## config.mk

```make
export PLATFORM = sky130hd
export DESIGN_NAME = lcfs_supervisor
export DESIGN_NICKNAME = d
export VERILOG_FILES = /design/src/shared/lcfs_pkg.sv /design/src/design/lcfs_supervisor.sv
export SDC_FILE = /design/constraint.sdc
export NUM_CORES = 1
export LEC_CHECK = 0
export BUFFER_PORTS_ARGS = -buffer_cell sky130_fd_sc_hd__buf_2
export CAP_MARGIN = 30
export CORE_ASPECT_RATIO = 0.6
export CORE_UTILIZATION = 42
export CTS_BUF_LIST = sky130_fd_sc_hd__clkbuf_8
export CTS_CLUSTER_DIAMETER = 200
export DETAILED_ROUTE_END_ITERATION = 8
export PLACE_DENSITY = 0.67
export SLEW_MARGIN = 20
export SYNTH_ARGS = -nofsm -noshare
export SYNTH_HDL_FRONTEND = slang
export SYNTH_SLANG_ARGS = --single-unit
```

## constraint.sdc

```tcl
create_clock -name sys_clk_i -period 3.8 [get_ports sys_clk_i]
set_input_delay 0.76 -clock sys_clk_i [delete_from_list [all_inputs] [get_ports sys_clk_i]]
set_output_delay 0.76 -clock sys_clk_i [all_outputs]
set_load 0.02 [all_outputs]
```

## src/shared/lcfs_pkg.sv

```systemverilog
package lcfs_pkg;
    // channel count and counter width
    localparam int NCH = 3;
    localparam int CW = 20;
    // clock period in ns
    localparam int CLK_PERIOD_NS = 25;
    // retry burst timing, as printed
    localparam int SLS_PERIOD_MS = 10;
    localparam int SLS_BURST_US = 300;
    // deglitch times in us (no figure given, plain defaults)
    localparam int REF_DEG_US = 10;
    localparam int SG_DEG_US = 10;
    localparam int OPEN_DEG_US = 10;
    localparam int SLS_DEG_US = 10;
    // cycle counts derived from the times
    localparam logic [CW-1:0] SLS_PERIOD_CYC =
        CW'(SLS_PERIOD_MS * 1000000 / CLK_PERIOD_NS);
    localparam logic [CW-1:0] SLS_BURST_CYC =
        CW'(SLS_BURST_US * 1000 / CLK_PERIOD_NS);
    localparam logic [CW-1:0] REF_DEG_CYC =
        CW'(REF_DEG_US * 1000 / CLK_PERIOD_NS);
    localparam logic [CW-1:0] SG_DEG_CYC =
        CW'(SG_DEG_US * 1000 / CLK_PERIOD_NS);
    localparam logic [CW-1:0] OPEN_DEG_CYC =
        CW'(OPEN_DEG_US * 1000 / CLK_PERIOD_NS);
    localparam logic [CW-1:0] SLS_DEG_CYC =
        CW'(SLS_DEG_US * 1000 / CLK_PERIOD_NS);

    // per-channel supervisor state, one-hot
    typedef enum logic [3:0] {
        CH_NORM = 4'h1,
        CH_SG   = 4'h2,
        CH_OPEN = 4'h4,
        CH_SLS  = 4'h8
    } lcfs_ch_t;

    // comparator and pin inputs
    typedef struct packed {
        logic ref_short_low;
        logic ref_open_low;
        logic overtemp;
        logic diag_en;
        logic fault_line;
        logic [NCH-1:0] dim;
        logic [NCH-1:0] sg_low;
        logic [NCH-1:0] sg_high;
        logic [NCH-1:0] open_low;
        logic [NCH-1:0] open_high;
        logic [NCH-1:0] sls_low;
        logic [NCH-1:0] sls_high;
    } lcfs_cmp_t;

    // status flags
    typedef struct packed {
        logic ref_short;
        logic ref_open;
        logic ext_bus_low;
        logic [NCH-1:0] sg;
        logic [NCH-1:0] open;
        logic [NCH-1:0] sls;
    } lcfs_stat_t;

    // whole state of the supervisor
    typedef struct packed {
        lcfs_cmp_t s1;
        lcfs_cmp_t s2;
        lcfs_ch_t [NCH-1:0] ch;
        logic [NCH-1:0][CW-1:0] sg_cnt;
        logic [NCH-1:0][CW-1:0] op_cnt;
        logic [NCH-1:0][CW-1:0] sl_cnt;
        logic [NCH-1:0][CW-1:0] rt_cnt;
        logic [CW-1:0] rs_cnt;
        logic [CW-1:0] ro_cnt;
        logic ref_short;
        logic ref_open;
        logic ext;
        logic [NCH-1:0] on;
        logic [NCH-1:0] retry;
        logic analog_current_setting_pin;
        logic clamp;
        logic oe;
        logic [1:0] oe_hist;
    } lcfs_state_t;

    // reset value: fault line seen idle high
    localparam lcfs_state_t LCFS_ST_RST = '{
        s1: '{fault_line: 1'b1, default: '0},
        s2: '{fault_line: 1'b1, default: '0},
        ch: {NCH{CH_NORM}},
        default: '0
    };
endpackage

```

## src/design/lcfs_supervisor.sv

```systemverilog
`timescale 1ns/1ps
// Function
// - reference voltage low past deglitch: fault low, all off, clamp reference
// - reference short clears once voltage back above short threshold
// - reference current low past deglitch: fault low, channels and analog_current_setting_pin off
// - reference open clears once current back above open threshold
// - enabled channel output or sharing output low past deglitch: ground fault
// - ground-short timer restarts when outputs rise above rise threshold
// - ground fault: channel off, retry current unless globally shut off, dimming ignored
// - ground retry sees output above rise threshold: clear, resume
// - open check only with diagnostics enabled, dimming high, current on
// - short to battery is handled exactly as open circuit
// - headroom below open threshold past deglitch: open fault, fault low
// - open timer restarts when headroom rises above open fall threshold
// - open fault: stop channel, retry while diag high, resume on removal
// - single short checked while current on; off and retried while diag high
// - scaled output low past deglitch: single short fault, fault low
// - single short timer restarts above single short rise threshold
// - single short retry: full current 300 us every 10 ms, dimming high
// - burst sees output above rise threshold: clear, channel resumes
// - diagnostic enable high runs open and single checks; low disables
// - ground short and over-temperature stay active regardless of diag
// - dimming low disables channel current and its diagnostics
// - fault line pulled low externally turns all channels and retries off until high again
module lcfs_supervisor
    import lcfs_pkg::*;
#(
    parameter logic [CW-1:0] REF_TC = REF_DEG_CYC,
    parameter logic [CW-1:0] SG_TC = SG_DEG_CYC,
    parameter logic [CW-1:0] OPEN_TC = OPEN_DEG_CYC,
    parameter logic [CW-1:0] SLS_TC = SLS_DEG_CYC,
    parameter logic [CW-1:0] SLS_PERIOD = SLS_PERIOD_CYC,
    parameter logic [CW-1:0] SLS_BURST = SLS_BURST_CYC
) (
    input wire logic sys_clk_i,
    input wire logic rst_n_i,
    input wire lcfs_cmp_t cmp_i,
    output logic [NCH-1:0] chan_on_o,
    output logic [NCH-1:0] retry_on_o,
    output logic analog_current_setting_pin_on_o,
    output logic ref_clamp_o,
    output logic fault_line_o,
    output logic fault_line_oe_o,
    output lcfs_stat_t status_o
);

    lcfs_state_t st_q;
    lcfs_state_t st_d;
    logic goff_c;
    logic [NCH-1:0] mon_c;

    // deglitch step: restart on high, count while low, hold in band
    function automatic logic [CW-1:0] deg_step(
        input logic [CW-1:0] cnt,
        input logic low,
        input logic high,
        input logic [CW-1:0] tc
    );
        logic [CW-1:0] r;
        r = cnt;
        if (high) begin
            r = '0;
        end else if (low && cnt != tc) begin
            r = cnt + 1'b1;
        end
        return r;
    endfunction

    // global shut-off and per-channel monitoring enable
    assign goff_c = st_q.ref_short | st_q.ref_open | st_q.s2.overtemp |
                    st_q.ext;
    assign mon_c = st_q.s2.dim & {NCH{~goff_c}};

    // next-state logic
    always_comb begin
        logic [CW-1:0] n;
        logic any_ch;
        n = '0;
        any_ch = 1'b0;
        st_d = st_q;
        // two-flop synchroniser for all pins
        st_d.s1 = cmp_i;
        st_d.s2 = st_q.s1;
        // reference short detection and auto clear
        n = deg_step(st_q.rs_cnt, st_q.s2.ref_short_low,
                     ~st_q.s2.ref_short_low, REF_TC);
        st_d.rs_cnt = n;
        if (!st_q.s2.ref_short_low) begin
            st_d.ref_short = 1'b0;
        end else if (n == REF_TC) begin
            st_d.ref_short = 1'b1;
        end
        // reference open detection and auto clear
        n = deg_step(st_q.ro_cnt, st_q.s2.ref_open_low,
                     ~st_q.s2.ref_open_low, REF_TC);
        st_d.ro_cnt = n;
        if (!st_q.s2.ref_open_low) begin
            st_d.ref_open = 1'b0;
        end else if (n == REF_TC) begin
            st_d.ref_open = 1'b1;
        end
        // per-channel supervision
        for (int i = 0; i < NCH; i++) begin
            st_d.on[i] = 1'b0;
            st_d.retry[i] = 1'b0;
            case (st_q.ch[i])
                CH_NORM: begin
                    st_d.on[i] = mon_c[i];
                    st_d.rt_cnt[i] = '0;
                    // ground short watches whenever current is on
                    st_d.sg_cnt[i] = mon_c[i] ?
                        deg_step(st_q.sg_cnt[i], st_q.s2.sg_low[i],
                                 st_q.s2.sg_high[i], SG_TC) : '0;
                    // open / battery short needs diag and dimming
                    st_d.op_cnt[i] = (mon_c[i] && st_q.s2.diag_en) ?
                        deg_step(st_q.op_cnt[i], st_q.s2.open_low[i],
                                 st_q.s2.open_high[i], OPEN_TC) : '0;
                    st_d.sl_cnt[i] = (mon_c[i] && st_q.s2.diag_en) ?
                        deg_step(st_q.sl_cnt[i], st_q.s2.sls_low[i],
                                 st_q.s2.sls_high[i], SLS_TC) : '0;
                    if (st_d.sg_cnt[i] == SG_TC && st_q.s2.sg_low[i]) begin
                        st_d.ch[i] = CH_SG;
                        st_d.on[i] = 1'b0;
                    end else if (st_d.op_cnt[i] == OPEN_TC &&
                                 st_q.s2.open_low[i]) begin
                        st_d.ch[i] = CH_OPEN;
                        st_d.on[i] = 1'b0;
                    end else if (st_d.sl_cnt[i] == SLS_TC &&
                                 st_q.s2.sls_low[i]) begin
                        st_d.ch[i] = CH_SLS;
                        st_d.on[i] = 1'b0;
                    end
                    if (st_d.ch[i] != CH_NORM) begin
                        st_d.sg_cnt[i] = '0;
                        st_d.op_cnt[i] = '0;
                        st_d.sl_cnt[i] = '0;
                    end
                end
                CH_SG: begin
                    // small pull-up current, dimming ignored
                    st_d.retry[i] = ~goff_c;
                    if (st_q.s2.sg_high[i]) begin
                        st_d.ch[i] = CH_NORM;
                    end
                end
                CH_OPEN: begin
                    st_d.retry[i] = st_q.s2.diag_en & ~goff_c;
                    if (st_q.s2.open_high[i] || !st_q.s2.diag_en) begin
                        st_d.ch[i] = CH_NORM;
                    end
                end
                CH_SLS: begin
                    // burst timer wraps every period
                    st_d.rt_cnt[i] = (st_q.rt_cnt[i] == SLS_PERIOD - 1'b1) ?
                        '0 : st_q.rt_cnt[i] + 1'b1;
                    st_d.on[i] = (st_q.rt_cnt[i] < SLS_BURST) &
                                 st_q.s2.dim[i] & ~goff_c;
                    if (st_q.on[i] && st_q.s2.sls_high[i]) begin
                        st_d.ch[i] = CH_NORM;
                        st_d.on[i] = 1'b0;
                    end else if (!st_q.s2.diag_en) begin
                        st_d.ch[i] = CH_NORM;
                        st_d.on[i] = 1'b0;
                    end
                end
                default: begin
                    st_d.ch[i] = CH_NORM;
                end
            endcase
            any_ch = any_ch | (st_d.ch[i] != CH_NORM);
        end
        // reference faults kill analog_current_setting_pin and clamp on short
        st_d.analog_current_setting_pin = ~(st_d.ref_short | st_d.ref_open);
        st_d.clamp = st_d.ref_short;
        st_d.oe = any_ch | st_d.ref_short | st_d.ref_open |
                  st_q.s2.overtemp;
        // external low is a low line while we do not drive it; our own
        // pull stays in the synchroniser for two edges after release
        st_d.oe_hist = {st_q.oe_hist[0], st_q.oe};
        st_d.ext = ~st_q.s2.fault_line & ~st_q.oe & ~|st_q.oe_hist;
    end

    // state register
    always_ff @(posedge sys_clk_i) begin
        if (!rst_n_i) begin
            st_q <= LCFS_ST_RST;
        end else begin
            st_q <= st_d;
        end
    end

    // outputs straight from the state flops; fault line value tied low
    assign chan_on_o = st_q.on;
    assign retry_on_o = st_q.retry;
    assign analog_current_setting_pin_on_o = st_q.analog_current_setting_pin;
    assign ref_clamp_o = st_q.clamp;
    assign fault_line_o = 1'b0;
    assign fault_line_oe_o = st_q.oe;
    assign status_o.ref_short = st_q.ref_short;
    assign status_o.ref_open = st_q.ref_open;
    assign status_o.ext_bus_low = st_q.ext;

    // per-channel status and checks
    for (genvar g = 0; g < NCH; g++) begin : g_ch
        assign status_o.sg[g] = (st_q.ch[g] == CH_SG);
        assign status_o.open[g] = (st_q.ch[g] == CH_OPEN);
        assign status_o.sls[g] = (st_q.ch[g] == CH_SLS);

    end
endmodule

```

==> out/metrics.yaml, run 1 <==
run_status:
  status: "complete, no violations"
yosys:
  synth_top_cell_area_share_pct: 32.67
  synthTopCellsByArea: "dfxtp_1, nand2_1, nor2_1"
  synthArstFlopShare_pct: 0
  synth.avg_cell_area_sq_um: 7.476
  yosysUniqueCellTypes: 100
  synthFlopType: "dfxtp_1"
  syn_inst: 2926
  ys_warn_count: 0
  synth_edf_count: 0
  synth-seq-cells: 357
  synth_area_sq_um: 21870
  yosysTopAreaCell: "dfxtp_1"
  yosysSeqAreaShare_pct: 32.67
  synth_nets: 2979
floorplanning:
  num_rows: 64
  core_area_sq_um: 51170
  pin_count: 50
  die_w_um: 296.6
  chipHeight_um: 178.8
  start_util_pct: 42.75
  die-area_sq_um: 53030
setup_path:
  crit_path_start_kind: "register"
  crit_fanout: 8
  cp-endpoint: "fault_line_oe_o$_SDFF_PN0_"
  crit_buf_inv: 0
  crit_chain: "ha_1, nand4_1, or2_2, nor3_1, o2111ai_1, nor4_2, o211ai_1, nand3b_1, nand2_1, or3_1, o41a_1"
  crit_type: "register to register"
  r2r-end: "fault_line_oe_o$_SDFF_PN0_"
  r2r_start: "st_q[254]$_SDFFE_PN0P_"
  worst-r2r-setup-slack_ns: 0.18
  crit_family: "simple AND/OR/NAND/NOR gates"
  max_stage_delay_ns: 0.50
  critPathLaunch: "st_q[254]$_SDFFE_PN0P_"
  end_kind: "register"
  cp_num_cells: 11
  critical_path_required_ns: 4.32
  rr_worst_depth: 11
  cp.arrival_ns: 4.14
  slowest_stage: "dfxtp_1"
clocking:
  numClockSinks: 357
  cts_tree: "built"
  cts_buffer_depth: 3
  cts-htree-levels: 2
  cts_root_buf: "clkbuf_8"
  insertion_delay_ns: 0.65
  clk_pin_slew_ns: 0.07
  cts_inserted_buffers: 56
timing:
  hold_viol: 0
  fin_ws_ns: 0.1799
  slew_headroom_pct: 38.65
  max_slew.worst_pin.slew_ns: 0.9193
  whs_ns: 0.3123
  fin_crit_ns: 3.620
  fin_skew_ns: 0.03831
  finalCritPeriodShare_pct: 95.27
  maxSlewViolCount: 0
  setup_viol: 0
  clock.fmax_mhz: 276.2
finish:
  num-fill-cells: 5016
  final_nets: 3039
  drive_above_1_share_pct: 12.76
  antenna_cells: 0
  design_area_sq_um: 24580
  utilization_pct: 48.03
  syn_to_final_growth_pct: 12.35
  fin_cells: 3717
grt:
  grt_first_pass_wirelength_um: 107300
  busiest_layer: "met1"
  met1_usage_pct: 39.04
  antenna_found_initial: 2
  grt_use_met2_pct: 33.30
  grt_usage_pct: 24.57
  grt_max_degree: 91
  met3_usage_pct: 4.227
  first_global_vias: 19875
  gr-total-overflow: 0
route:
  dr.pass1.iters: 6
  finalWirelength_um: 66520
  vias: 22526
  viasPerCell: 6.060
  wl_per_cell_um: 17.90
  antenna_left: 0
  drt_iter0_drc: 2565
  drc: 0
placement:
  dp_cells: 3614
  placed_area_sq_um: 23310
  portBuffers: 48
  hpwl_um: 47600
  gp_congestion: 0.9792
  pre_cts_slack_ns: -0.06352
min_path:
  hp-class: "input port to register"
power_and_ir_drop:
  peakVddDrop_mv: 0.2174
  cellPowerDensity_nw_per_um2: 301.8
  p_leak_nw: 8.703
run:
  maxCapViolCount: 0
## synth_stat cells, types with 9 or more instances
cell type,instances
a22oi_1,18
dfxtp_1,357
o2111ai_1,15
or4_1,30
a21oi_1,148
o21a_1,10
o21ai_0,127
nand2b_1,17
and3_1,80
buf_2,52
nand3_1,208
nor2b_1,21
a311oi_1,10
a211oi_1,21
ha_1,25
clkbuf_1,135
nor4b_1,22
xor2_1,52
buf_4,16
mux2i_1,9
nand4_1,97
o31ai_1,15
or2_2,12
inv_1,66
xnor2_1,63
nand3b_1,19
nand2_1,343
or3_1,43
o211ai_1,21
nor3b_1,16
and4_1,23
nor2_1,290
and2_1,87
nor3_1,110
o211a_1,16
nor4_1,71
a31oi_1,69
## layout make-up
| type | count | area (sq um) | share of cell area [%] |
|---|---|---|---|
| inverters | 69 | 264.0 | 1.074 |
| clock buffers | 70 | 963.4 | 3.920 |
| repair buffers | 212 | 1538 | 6.257 |
| well taps | 693 | 867.1 | 3.528 |
| flip-flops and latches | 357 | 7154 | 29.11 |
| multi-input cells | 2290 | 13640 | 55.49 |
| clock inverters | 26 | 151.4 | 0.6160 |
## cells by family after synthesis
logic type | share of synthesized area [%]
AO/OA/AOI/OAI | 17.35
adder cells (fa/ha/maj) | 1.430
flip-flops | 32.67
other | 0.01714
multiplexers | 0.6692
AND/OR/NAND/NOR | 37.81
XOR/XNOR | 4.604
buffers and inverters | 5.440
## repair_timing
item	4_1_cts	5_1_grt
hold buffers	0	0
setup buffers	0	5
pin swaps	0	3
setup endpoints to repair	8	127
resized for setup	5	20
## how the worst min path moves through the flow
| stage | startpoint | end | slack, ns | cells after the start |
|---|---|---|---|---|
| after floorplan | st_d[327]$_SDFF_PN1_ | st_q[327]$_SDFF_PN1_ | 0.39 | 1 |
| after global placement | st_d[322]$_SDFF_PN0_ | st_q[322]$_SDFF_PN0_ | 0.42 | 1 |
| after detailed placement | st_d[326]$_SDFF_PN0_ | st_q[326]$_SDFF_PN0_ | 0.42 | 1 |
| after CTS | cmp_i[2] | st_d[308]$_SDFF_PN0_ | 0.26 | 2 |
| after global routing | cmp_i[24] | st_d[330]$_SDFF_PN0_ | 0.28 | 2 |
| final | cmp_i[2] | st_d[308]$_SDFF_PN0_ | 0.31 | 2 |
## power by group
group | internal [mW] | total, mW | switching, mW
clock network | 1.72 | 3.35 | 1.63
logic | 0.0837 | 0.269 | 0.185
registers | 3.77 | 3.80 | 0.0243
total | 5.58 | 7.42 | 1.84
## cell usage in the layout, fill, tap and decap left out, drive strengths merged, types with 69 or more instances in the layout
cell	n
a21oi	148
a31oi	69
and2	88
and3	80
buf	211
clkbuf	71
dfxtp	357
inv	91
nand2	347
nand3	210
nand4	102
nor2	292
nor3	114
nor4	82
o21ai	136
## metal layers
layer | part of all wire (%) | vias to the layer above
met3 | 9.7 | 84
li1 | - | 10795
met5 | 0 | -
met4 | 1.7 | 0
met2 | 39 | 1096
met1 | 50 | 10551
## sequential cells by signal, summed over array words and instances (netlist names)
signal,count
chan_on_o,3
ref_clamp_o,1
fault_line_oe_o,1
retry_on_o,3
status_o,2
analog_current_setting_pin_on_o,1
st_q,319
st_d,27
## worst reg2reg max path, delay by kind of cell, from the launching register on
family / cells / cell delay, ns
and+or+nand+nor: 7 / 1.80
AOI/OAI and AO/OA: 3 / 0.85
adders and majority gates: 1 / 0.35
DFF: 1 / 0.50
## metrics by stage
stage / power (mW) / TNS, ns
floorplan: 4.024 / 0
global placement: 4.140 / 0
detailed placement: 4.144 / -0.06352
CTS: 7.498 / 0
global route: 7.691 / -0.07730
finish: 7.416 / 0
No activity file was read; power rests on OpenSTA's default activity.
==> inputs of run 2 (changes only) <==
--- a/config.mk
+++ b/config.mk
@@ -8,5 +8,4 @@
 export BUFFER_PORTS_ARGS = -buffer_cell sky130_fd_sc_hd__buf_2
 export CAP_MARGIN = 30
-export CORE_ASPECT_RATIO = 0.6
 export CORE_UTILIZATION = 42
 export CTS_BUF_LIST = sky130_fd_sc_hd__clkbuf_8
@@ -18,2 +17,3 @@
 export SYNTH_HDL_FRONTEND = slang
 export SYNTH_SLANG_ARGS = --single-unit
+export TNS_END_PERCENT = 20
==> constraint.sdc (replaced) <==
create_clock -name sys_clk_i -period 3.8 [get_ports sys_clk_i]
set_input_delay 0.76 -clock sys_clk_i [delete_from_list [all_inputs] [get_ports sys_clk_i]]
set_output_delay 0.76 -clock sys_clk_i [all_outputs]
set_load 0.005 [all_outputs]
==> run 2 against run 1 <==
Against the previous run: sequential cell count is the same; cell count is 0.73% lower; non-clock buffer count decreased by 38; register-to-register slack lost 0.03 ns; die area about the same; critical path depth stayed put; sequential share of layout area rose by 0.12 points; cell area decreased by 0.52%; worst setup slack worse by 0.031 ns; wire length decreased by 9.3%; global-route usage is 2.4 points lower; utilization fell by 0.47 points; largest cell class unchanged.
==> out/metrics.yaml, run 2 (synthesis results as in run 1) <==
run_status:
  status: "complete, no violations"
route:
  drt_iter0_drc: 1922
  wl_per_cell_um: 16.34
  vias: 21863
  viasPerCell: 5.925
  finalWirelength_um: 60310
  drc: 0
  dr.pass1.iters: 6
  antenna_left: 0
clocking:
  insertion_delay_ns: 0.64
  cts_hold_buf: 0
  cts-htree-levels: 3
  numClockSinks: 357
  cts_tree: "built"
  clk_pin_slew_ns: 0.06
  cts_inserted_buffers: 68
  cts_root_buf: "clkbuf_8"
  cts_buffer_depth: 3
grt:
  gr-total-overflow: 0
  grt_first_pass_wirelength_um: 99410
  grt_usage_pct: 22.16
  antenna_found_initial: 0
  busiest_layer: "met2"
  met1_usage_pct: 29.40
  grt_use_met2_pct: 35.80
  grt_max_degree: 94
  first_global_vias: 20118
  met3_usage_pct: 3.472
power_and_ir_drop:
  cellPowerDensity_nw_per_um2: 323.5
  power.switching_mw: 1.939
  intPower_mw: 5.971
  p_seq_share_pct: 48.1
  power_frac_comb_pct: 3.1
  peakVddDrop_mv: 0.1674
  p_sw_share_pct: 24.52
  p_leak_nw: 8.589
  p_clk_share_pct: 48.9
timing:
  fin_crit_ns: 3.651
  finalSetupTns_ns: 0
  clock.fmax_mhz: 273.9
  hold_viol: 0
  rsz0062_at_grt: "true"
  finalCritPeriodShare_pct: 96.07
  slew_headroom_pct: 34.47
  max_slew.worst_pin.slew_ns: 0.9693
  maxSlewViolCount: 0
  fin_skew_ns: 0.03658
  setup_viol: 0
floorplanning:
  die_w_um: 230.2
  start_util_pct: 42.55
  num_rows: 83
  core_area_sq_um: 51410
  pin_count: 50
  die-area_sq_um: 53000
  chipHeight_um: 230.2
finish:
  final_nets: 3014
  final_cell_mix: "dfxtp_1, nand2_1, nor2_1, nand3_1, a21oi_1"
  antenna_cells: 0
  multi_input_area_sq_um: 13600
  final_common_cell: "dfxtp_1"
  top_register: "st_q"
  num-fill-cells: 5127
  syn_to_final_growth_pct: 11.77
  fin_cells: 3690
  seq_area_sq_um: 7147
  drive_above_1_share_pct: 12.23
  largest_register_ffs: 319
  utilization_pct: 47.56
min_path:
  hp-class: "input port to register"
placement:
  portBuffers: 48
  gp_congestion: 0.9649
  dp_cells: 3568
  hpwl_um: 42270
setup_path:
  cp.arrival_ns: 4.22
  crit_fanout: 19
  crit_path_start_kind: "register"
  critical_path_required_ns: 4.37
  end_kind: "register"
  crit_type: "register to register"
run:
  maxCapViolCount: 0
[run 2: area by class of cell]
type	count	area share (%)
sequential	357	29.23
timing repair buffer	174	4.903
clock inverter	33	0.8240
clock buffer	86	4.841
tap	680	3.480
multi-input combinational	2291	55.64
inverter	69	1.080
[run 2: final timing paths]
check | start | to | slack, ns | cells past startpoint
setup / recovery | st_q[196]$_SDFFE_PN0P_ | st_q[146]$_SDFFE_PN0P_ | 0.15 | 11
hold / removal | cmp_i[21] | st_d[327]$_SDFF_PN1_ | 0.31 | 2
setup reg to reg | st_q[196]$_SDFFE_PN0P_ | st_q[146]$_SDFFE_PN0P_ | 0.15 | 11
hold reg to reg | st_d[330]$_SDFF_PN0_ | st_q[330]$_SDFF_PN0_ | 0.43 | 1
[run 2: power groups by stage]
| stage | sequential, mW | combinational (mW) | clock (mW) |
|---|---|---|---|
| floorplan | 3.87 | 0.151 | 0 |
| global placement | 3.88 | 0.237 | 0 |
| detailed placement | 3.88 | 0.241 | 0 |
| CTS | 3.80 | 0.242 | 3.98 |
| global route | 3.80 | 0.264 | 4.14 |
| finish | 3.80 | 0.243 | 3.86 |
[run 2: per-stage QoR]
stage | hold WS (ns) | instance area (sq um) | power (mW) | setup slack, ns
6_report | 0.3090 | 24450 | 7.910 | 0.1493
5_1_grt | 0.2980 | 24450 | 8.212 | -0.03559
4_1_cts | 0.2629 | 24380 | 8.027 | 0.001679
3_5_place_dp | 0.4199 | 22990 | 4.124 | 0.03702
3_3_place_gp | 0.4158 | 22990 | 4.121 | 0.1602
2_1_floorplan | 0.3863 | 21870 | 4.020 | 0.5328
[run 2: layer usage]
metal	part of all wire [%]	vias to the layer above
met5	0	-
met4	2.6	0
met3	5.7	107
met2	46	628
met1	46	10352
li1	-	10776
[run 2: critical path: stages (launching register included)]
cell	delay, ns
dfxtp_1	0.31
or4_1	0.53
or4_4	0.53
o21ai_4	0.22
mux2i_1	0.34
o31ai_4	0.13
a41oi_4	0.29
nand3_1	0.14
buf_4	0.18
nor2_2	0.56
o21ai_0	0.23
nand2_1	0.11
[run 2: repair_timing]
action / 4_1_cts / 5_1_grt
endpoints found under the setup margin: 1 / 62
resized for setup: 0 / 10
gates cloned: 0 / 1
pin swaps: 1 / 1
buffers inserted: 0 / 2
endpoints found under the hold margin: 0 / 0
